**src/tpwm_pkg.sv**
```systemverilog
/*
 * Constants for the timer pulse-width modulator: register widths, field
 * positions and reset values. Assumes a single 100 MHz system clock.
 */
package tpwm_pkg;
   localparam int unsigned TPWM_REG_W = 16;
   localparam int unsigned TPWM_BYTE_W = 8;
   localparam int unsigned TPWM_LO_LSB = 0;
   localparam int unsigned TPWM_HI_LSB = 8;
   localparam logic [15:0] TPWM_REG_RST = 16'h0000;
   localparam logic [7:0] TPWM_PRE_MAX = 8'hFE;
   // 8-bit period in prescaled ticks is 2^8 - 1
   localparam logic [7:0] TPWM_P8_LAST = 8'hFE;
   // 16-bit period in count-clock cycles is 2^16 - 1
   localparam logic [15:0] TPWM_P16_LAST = 16'hFFFE;
   localparam logic [15:0] TPWM_ZERO16 = 16'h0000;
   localparam logic [7:0] TPWM_ZERO8 = 8'h00;
   localparam logic [7:0] TPWM_ONE8 = 8'h01;
   localparam logic [15:0] TPWM_ONE16 = 16'h0001;
   typedef enum logic {TPWM_MODE16, TPWM_MODE8} tpwm_mode_e;
endpackage : tpwm_pkg

```
**src/tpwm_core.sv**
```systemverilog
/*
 * Timer channel in pulse-width-modulation mode, 8-bit and 16-bit.
 * In 8-bit mode the low byte of the timer register divides the count
 * clock and the high byte sets the high width; in 16-bit mode the whole
 * register is the high width and the period is fixed.
 * A zero register, or a zero high byte in 8-bit mode, idles the channel.
 * Assumes the selected count clock arrives as an asynchronous level
 * whose high and low phases each last at least two clk_i cycles, and
 * that the timer register value, the mode and the enable are static
 * configuration from the clk_i domain, changed only while start_i is low.
 * The counter starts at zero on the first clk_i edge that sees start_i
 * high, so the first period after a start is short by the edge-detect lag.
 */
`timescale 1ns/1ps
// Function
// - 8-bit period is 255 times (m+1)
// - 8-bit high width is (m+1) times n
// - Zero timer register stops the counter
// - Zero register: no interrupt, no pulse
// - Zero register in PWM: output held low
// - Zero register in PWM: never interrupt
// - 8-bit mode: zero high byte idles too
module tpwm_core
   import tpwm_pkg::*;
(
   input wire logic clk_i,                      // System clock, 100 MHz
   input wire logic rst_n_i,                    // Async reset, active low
   input wire logic selected_count_clock_i,     // Count clock, async
   input wire logic start_i,                    // Count enable
   input wire logic mode8_i,                    // 1: 8-bit mode, 0: 16-bit
   input wire logic [TPWM_REG_W-1:0] timer_reg_i, // Timer register value
   output logic pwm_output_pin_o,               // PWM output
   output logic irq_o                           // Period-end pulse
);
   // Count-clock path
   logic cclk_s;
   logic cclk_d_r;
   logic tick;

   // Fields of the timer register, and the mode
   logic [7:0] pre_m;
   logic [7:0] hi_n;
   logic [15:0] width16;
   tpwm_mode_e mode;

   // Idle decode
   logic reg_zero;
   logic hi_zero;
   logic idle;

   // Prescaler
   logic [7:0] pre_cnt_r;
   logic [7:0] pre_cnt_nxt;
   logic pre_hit;
   logic pre_tick;

   // Period counter
   logic [15:0] cnt_r;
   logic [15:0] cnt_nxt;
   logic last8;
   logic last16;
   logic last;

   // Output stage
   logic pin8;
   logic pin16;
   logic pin_nxt;
   logic irq_nxt;

   tpwm_sync u_sync (
      .clk_i(clk_i),
      .rst_n_i(rst_n_i),
      .d_i(selected_count_clock_i),
      .q_o(cclk_s)
   );

   assign pre_m = timer_reg_i[TPWM_LO_LSB +: TPWM_BYTE_W];
   assign hi_n = timer_reg_i[TPWM_HI_LSB +: TPWM_BYTE_W];
   assign width16 = timer_reg_i;
   assign mode = mode8_i ? TPWM_MODE8 : TPWM_MODE16;

   assign reg_zero = (timer_reg_i == TPWM_ZERO16);
   assign hi_zero = (mode == TPWM_MODE8) && (hi_n == TPWM_ZERO8);
   // A zero width would only give empty pulses, so the channel idles
   // instead: pin low, no interrupt, counters held at zero
   assign idle = !start_i || reg_zero || hi_zero;

   // Resets low like the synchroniser, so no false tick follows reset
   always_ff @(posedge clk_i or negedge rst_n_i) begin
      if (!rst_n_i) begin
         cclk_d_r <= 1'b0;
      end else begin
         cclk_d_r <= cclk_s;
      end
   end
   assign tick = cclk_s && !cclk_d_r;

   // Prescaler divides the count clock by m+1 in 8-bit mode only
   assign pre_hit = (pre_cnt_r == pre_m);
   always_comb begin
      case (mode)
         TPWM_MODE8: begin
            pre_tick = tick && pre_hit;
         end
         TPWM_MODE16: begin
            pre_tick = tick;
         end
         default: begin
            pre_tick = 1'b0;
         end
      endcase
   end

   // Held at zero while idle so an 8-bit restart waits m+1 ticks for its first step
   always_comb begin
      pre_cnt_nxt = pre_cnt_r;
      if (idle) begin
         pre_cnt_nxt = TPWM_ZERO8;
      end else if (tick) begin
         if (pre_tick) begin
            pre_cnt_nxt = TPWM_ZERO8;
         end else begin
            pre_cnt_nxt = pre_cnt_r + TPWM_ONE8;
         end
      end
   end

   always_ff @(posedge clk_i or negedge rst_n_i) begin
      if (!rst_n_i) begin
         pre_cnt_r <= TPWM_ZERO8;
      end else begin
         pre_cnt_r <= pre_cnt_nxt;
      end
   end

   assign last8 = (cnt_r[7:0] == TPWM_P8_LAST);
   assign last16 = (cnt_r == TPWM_P16_LAST);
   always_comb begin
      case (mode)
         TPWM_MODE8: begin
            last = last8;
         end
         TPWM_MODE16: begin
            last = last16;
         end
         default: begin
            last = 1'b0;
         end
      endcase
   end

   always_comb begin
      cnt_nxt = cnt_r;
      if (idle) begin
         cnt_nxt = TPWM_ZERO16;
      end else if (pre_tick) begin
         if (last) begin
            cnt_nxt = TPWM_ZERO16;
         end else begin
            cnt_nxt = cnt_r + TPWM_ONE16;
         end
      end
   end

   always_ff @(posedge clk_i or negedge rst_n_i) begin
      if (!rst_n_i) begin
         cnt_r <= TPWM_ZERO16;
      end else begin
         cnt_r <= cnt_nxt;
      end
   end

   // With n = 255 the pin never falls: the 8-bit count tops out at 254
   assign pin8 = (cnt_r[7:0] < hi_n);
   assign pin16 = (cnt_r < width16);
   always_comb begin
      pin_nxt = 1'b0;
      if (idle) begin
         pin_nxt = 1'b0;
      end else begin
         case (mode)
            TPWM_MODE8: begin
               pin_nxt = pin8;
            end
            TPWM_MODE16: begin
               pin_nxt = pin16;
            end
            default: begin
               pin_nxt = 1'b0;
            end
         endcase
      end
   end

   // Registered so the pin never shows decode glitches
   always_ff @(posedge clk_i or negedge rst_n_i) begin
      if (!rst_n_i) begin
         pwm_output_pin_o <= 1'b0;
      end else begin
         pwm_output_pin_o <= pin_nxt;
      end
   end

   assign irq_nxt = !idle && pre_tick && last;

   always_ff @(posedge clk_i or negedge rst_n_i) begin
      if (!rst_n_i) begin
         irq_o <= 1'b0;
      end else begin
         irq_o <= irq_nxt;
      end
   end
endmodule : tpwm_core

```
**src/tpwm_sync.sv**
```systemverilog
/*
 * Two flip-flop synchroniser for a single level.
 * Assumes the input is asynchronous to clk_i.
 */
`timescale 1ns/1ps
module tpwm_sync (
   input wire logic clk_i,    // System clock
   input wire logic rst_n_i,  // Async reset, active low
   input wire logic d_i,      // Asynchronous level
   output logic q_o           // Synchronised level
);
   logic meta_r;
   always_ff @(posedge clk_i or negedge rst_n_i) begin
      if (!rst_n_i) begin
         meta_r <= 1'b0;
         q_o <= 1'b0;
      end else begin
         meta_r <= d_i;
         q_o <= meta_r;
      end
   end
endmodule : tpwm_sync
```
**config.mk**
```make
export PLATFORM = sky130hd
export DESIGN_NAME = tpwm_core
export DESIGN_NICKNAME = d
export VERILOG_FILES = /design/src/tpwm_pkg.sv /design/src/tpwm_core.sv /design/src/tpwm_sync.sv
export SDC_FILE = /design/constraint.sdc
export NUM_CORES = 1
export LEC_CHECK = 0
export ABC_AREA = 1
export BUFFER_PORTS_ARGS = -buffer_cell sky130_fd_sc_hd__buf_4
export CORE_AREA = 2 2 91 93
export CTS_BUF_LIST = sky130_fd_sc_hd__clkbuf_8
export DETAILED_ROUTE_END_ITERATION = 7
export DIE_AREA = 0 0 93 95
export MAX_ROUTING_LAYER = met4
export PLACE_DENSITY_LB_ADDON = 0.2
export SYNTH_ARGS = -nofsm -noshare
export SYNTH_HDL_FRONTEND = slang
export SYNTH_SLANG_ARGS = --single-unit
export TNS_END_PERCENT = 1
```
**constraint.sdc**
```tcl
create_clock -name clk_i -period 3.63 [get_ports clk_i]
set_input_delay 0 -clock clk_i [delete_from_list [all_inputs] [get_ports clk_i]]
set_output_delay 0 -clock clk_i [all_outputs]
set_load 0.1 [all_outputs]
```
; ---- Word level (Yosys, flattened, before mapping)
; Index checks and enable logic that the tools add are counted.
[totals]
register_bits = 29
inputBits = 21
out_inout_bits = 2
word_cells = 40
[op_classes]
n_addsub = 2
order_cmp = 2
n_eq_ne = 3
mux = 11
bitwise_logic = 1
reduce_logical = 14
[op_table]
columns = operator, n
row1 = two-way mux 16 bit, 3
row2 = two-way mux 8 bit, 3
row3 = adder 16 x 1 -> 16 bit (second input constant), 1
row4 = equality test 16 bit (second input constant), 1
row5 = zero test 16 bit, 1
row6 = < comparator 16 bit, 1
row7 = adder 8 x 1 -> 8 bit (second input constant), 1
row8 = equality test 8 bit, 1
row9 = equality test 8 bit (second input constant), 1
row10 = zero test 8 bit, 1
row11 = < comparator 8 bit, 1
row12 = case mux 1 bit (2 select lines), 3
row13 = logical AND 1 bit, 5
row14 = nonzero test 2 bit, 2
row15 = zero test 1 bit, 3
row16 = logical OR 1 bit, 2
row17 = two-way mux 1 bit, 2
row18 = inverter 1 bit, 1

; ---- Logic depth before layout (Yosys ltp)
[logic_depth]
ltp_word = 7
depth_mapped = 11
depth_no_buf = 11

; ---- Hierarchy
; Synthesis repeated with hierarchy kept, for this count alone.
[unflattened]
cells_unflattened = 412
area_unflattened_um2 = 2721.4
[by_module_without_submodules]
columns = module, instances, cells_each, area_per_inst_um2, seq_area_each_um2
row1 = tpwm_core, 1, 410, 2671.3, 675.6
row2 = tpwm_sync, 1, 2, 50.0, 50.0

; ---- Worst setup path before layout
; OpenSTA, ideal clock, no wires.
[synth_path]
path_kind = reg-to-reg
startpoint = register cnt_r[1]
endpoint = register cnt_r[14]
arrival_time_ps = 1372
required_ps = 3565
slack_ps = 2193
stages_incl_launch_ff = 10
path_cell_list = dfrtp_1 > ha_1 > inv_1 > nor2_2 > nand3_1 > o21bai_1 > nand3_1 > nor2_1 > nand2_1 > nand2_1
[synth_via]
elab_chain_cells = 5
[synth_rtl]
columns = element, line_no
row1 = start: declaration, tpwm_core.sv:58  ; logic [15:0] cnt_r;
row2 = start signal: assignment, tpwm_core.sv:169  ; cnt_r <= cnt_nxt;
row3 = branches (longest 2 deep; another with adder 16 x 1 -> 16 bit), n/a
row4 = two-way mux 16 bit *, tpwm_core.sv:157  ; if (last) begin
row5 = two-way mux 16 bit *, tpwm_core.sv:156  ; end else if (pre_tick) begin
row6 = two-way mux 16 bit *, tpwm_core.sv:154  ; if (idle) begin
; Mark *: on every way between the ends. The select of a mux whose other input is x is not followed.
; A chain may end at the register's enable or synchronous reset.

; ---- Final worst setup path
[layout_path]
startpoint = register pre_cnt_r[3]
endpoint = register cnt_r[12]
[layout_via]
elab_chain_cells = 4
[layout_rtl]
columns = element, line_no
row1 = start: declaration, tpwm_core.sv:52  ; logic [7:0] pre_cnt_r;
row2 = start signal: assignment, tpwm_core.sv:132  ; pre_cnt_r <= pre_cnt_nxt;
row3 = equality test 8 bit, tpwm_core.sv:99  ; assign pre_hit = (pre_cnt_r == pre_m);
row4 = logical AND 1 bit, tpwm_core.sv:103  ; pre_tick = tick && pre_hit;
row5 = case mux 1 bit (2 select lines), tpwm_core.sv:101  ; case (mode)
row6 = nonzero test 2 bit (no source line), n/a
; Every way passes these cells.

==> flow_metrics.env <==
export IMPL_dieHeight_um=95
export IMPL_layout_cells_non_filler=534
export IMPL_drt_first_pass_iters=4
export IMPL_slowest_stage="dfrtp_1"
export IMPL_fin_crit_sh=0.5003
export IMPL_synth_area_leaders="dfrtp_1 (27%), nand2_1 (18%), ha_1 (12%), inv_1 (7.4%), nand3_1 (7.3%)"
export IMPL_diodes=0
export IMPL_relSlewSlack=0.5275
export IMPL_die_area_um2=8835
export IMPL_worstMarginPinSlew_ns=0.7080
export IMPL_drtAntennaViolNets=0
export IMPL_leakage_nw=1.675
export IMPL_core_um2=7928
export IMPL_htree_levels=2
export IMPL_hold_violations=0
export IMPL_crit_family="simple AND/OR/NAND/NOR gates"
export IMPL_fin_util=0.3849
export IMPL_die_w_um=93
export IMPL_dp_cells=524
export IMPL_cp_num_buf_inv=0
export IMPL_seq_area_frac_synth=0.2710
export IMPL_clockBufferDepth=2
export IMPL_crit_path_frequent_cell="nand2_1"
export IMPL_synthFlopType="dfrtp_1"
export IMPL_avgRoutedWirePerCell_um=13.22
export IMPL_drive_gt1_frac=0.1049
export IMPL_critPathRequiredTime_ns=3.85
export IMPL_antenna_found_initial=0
export IMPL_post_dp_hpwl_um=5423
export IMPL_num_rows=33
export IMPL_cts_root_buf="clkbuf_8"
export IMPL_grt_pass1_vias=2527
export IMPL_gp_congestion=0.9062
export IMPL_fin_setup_tns_ns=0
export IMPL_clk_pin_slew_worst_paths_ns=0.07
export IMPL_clock_sinks=29
export IMPL_cp_slowest_stage_delay_ns=0.47
export IMPL_max_cap_viol_count=0
export IMPL_num_vias=2578
export IMPL_initial_core_util=0.3378
export IMPL_min_period_ns=1.816
export IMPL_synth_top_area_cell="dfrtp_1"
export IMPL_remaining_drc_errors=0
export IMPL_synth_nets=452
export IMPL_area_growth_pct=13.97
export IMPL_synth_cell_types=27
export IMPL_timing_hold_ws_ns=0.02546
export IMPL_grtUsageTotal=0.1797
export IMPL_cp_arrival_ns=2.03
export IMPL_max_vdd_ir_drop_mv=0.1190
export IMPL_overflow=0
export IMPL_synth_seq_cells=29
export IMPL_async_flop_share=1.000
export IMPL_grt_pass1_wl_um=12100
export IMPL_rsz0062_at_grt="false"
export IMPL_worstSetupEndpointType="register"
export IMPL_outcome="completed"
export IMPL_cp_depth=9
export IMPL_cp_start_kind="register"
export IMPL_via_per_inst=4.828
export IMPL_grt_max_degree=30
export IMPL_worst_slack_ns=1.814
export IMPL_clock_skew_ns=0.01151
export IMPL_hold_depth=4
export IMPL_drt_iter0_drc=142
export IMPL_wl_um=7062
export IMPL_synth_top_area_share=0.2710
export IMPL_nets=474
export IMPL_crit_type="reg -> reg"
export IMPL_setup_viol=0
export IMPL_cp_cell_sequence="xnor2_1, nand2_1, nor2_1, nand2_1, nand2_2, nand2_2, nand2_1, nand2_1, nand2_1"
export IMPL_dp_slack_ns=1.838
export IMPL_tritoncts="yes"
export IMPL_fmax_ghz=0.5506
export IMPL_nFillCells=865
export IMPL_postSynthAreaPerCell_um2=6.595
export IMPL_maxSlewViolCount=0
export IMPL_io_pins=23
export IMPL_cts_setup_buffers=0
export IMPL_r2r_cells=9
export IMPL_synth_common_cells="nand2_1 (127), inv_1 (53), nor2_1 (46)"
export IMPL_cts_made_buffers=5
export IMPL_hp_class="in -> reg"
export IMPL_p_per_area_nw_per_um2=256.7
export IMPL_synth_most_common_cell="nand2_1"
export IMPL_port_buffer_count=22
export IMPL_yosysWarnings=0
export IMPL_worstPathMaxFanout=18
export IMPL_netlist_area_um2=2678
export IMPL_netlist_instances=406
export IMPL_clk_latency_ns=0.28
export IMPL_synth_edf_count=0
## final timing paths
check                                         start                    endpoint  slack (ns)
max                        pre_cnt_r[3]$_DFFE_PN0P_       cnt_r[12]$_DFFE_PN0P_        1.81
min                                         mode8_i  pwm_output_pin_o$_DFF_PN0_        0.03
max reg2reg                pre_cnt_r[3]$_DFFE_PN0P_       cnt_r[12]$_DFFE_PN0P_        1.81
min reg2reg                 u_sync.meta_r$_DFF_PN0_        u_sync.q_o$_DFF_PN0_        0.35
max in group asynchronous                   rst_n_i        cnt_r[4]$_DFFE_PN0P_        3.15
min in group asynchronous                   rst_n_i    pre_cnt_r[4]$_DFFE_PN0P_        0.18
## per-layer routing
metal  routed length (µm)  GRT usage  vias up
met1                 3424     0.2311     1174
met2                 3248     0.2971       59
met4                   43    0.04534        0
li1                     -          -     1339
met3                  345    0.02793        6
met5                    0          -        -
## worst reg2reg max path, delay by kind of cell, from the launching register on
| family | cells | cell delay (ns) |
|---|---|---|
| DFF | 1 | 0.47 |
| xor gates and xnor gates | 1 | 0.19 |
| and+or+nand+nor | 8 | 1.09 |
## final cells by class
class	count	area, µm²	area share
Clock buffer	6	82.58	0.02706
Sequential cell	29	725.7	0.2378
Inverter	55	206.4	0.06765
Multi-Input combinational cell	311	1672	0.5478
Clock inverter	2	33.78	0.01107
Timing Repair Buffer	26	200.2	0.06560
Tap cell	105	131.4	0.04305
## power by group
| part | switching, mW | internal (mW) | leakage (nW) |
|---|---|---|---|
| Clock | 0.127 | 0.221 | 0.0626 |
| Combinational | 0.0689 | 0.0366 | 1.22 |
| Sequential | 0.00292 | 0.327 | 0.395 |
| Total | 0.199 | 0.584 | 1.67 |
## through the flow
step	cell area, µm²	total power, mW
floorplan	2678	0.3950
global placement	2915	0.4400
finish	3052	0.7832
detailed placement	2915	0.4402
global route	3052	0.8289
CTS	3052	0.7973
## placed cells by master (no fill, tap or decap), types with 2 or more instances in the layout
cell type and count:
a21oi_1 12, buf_4 24, clkbuf_8 6, dfrtp_1 29, dlygate4sd3_1 2, ha_1 25, inv_1 54, inv_2 2
nand2_1 127, nand2_2 3, nand3_1 39, nand3_2 2, nand4_1 24, nor2_1 45, nor2_2 3, nor3_1 4
o21ai_0 3, o21bai_1 2, xnor2_1 7, xor2_1 9
## logic make-up (layout without fill, tap and decap cells)
| family | after synthesis | count (layout) | synth area share |
|---|---|---|---|
| buf+inv | 66 | 89 | 0.1056 |
| xor+xnor | 16 | 16 | 0.05234 |
| simple gates | 250 | 250 | 0.4084 |
| fa+ha+maj | 25 | 25 | 0.1168 |
| flops | 29 | 29 | 0.2710 |
| compound gates | 20 | 20 | 0.04580 |
## registers in the layout, indices dropped and copies added (netlist names)
name              count
cnt_r                16
pre_cnt_r             8
cclk_d_r              1
irq_o                 1
pwm_output_pin_o      1
u_sync.meta_r         1
u_sync.q_o            1
## timing repair
item	in CTS	in global routing
hold buffers	2	0
hold endpoints to repair	30	0
resized for setup	0	0
No activity file was read; power rests on OpenSTA's default activity.
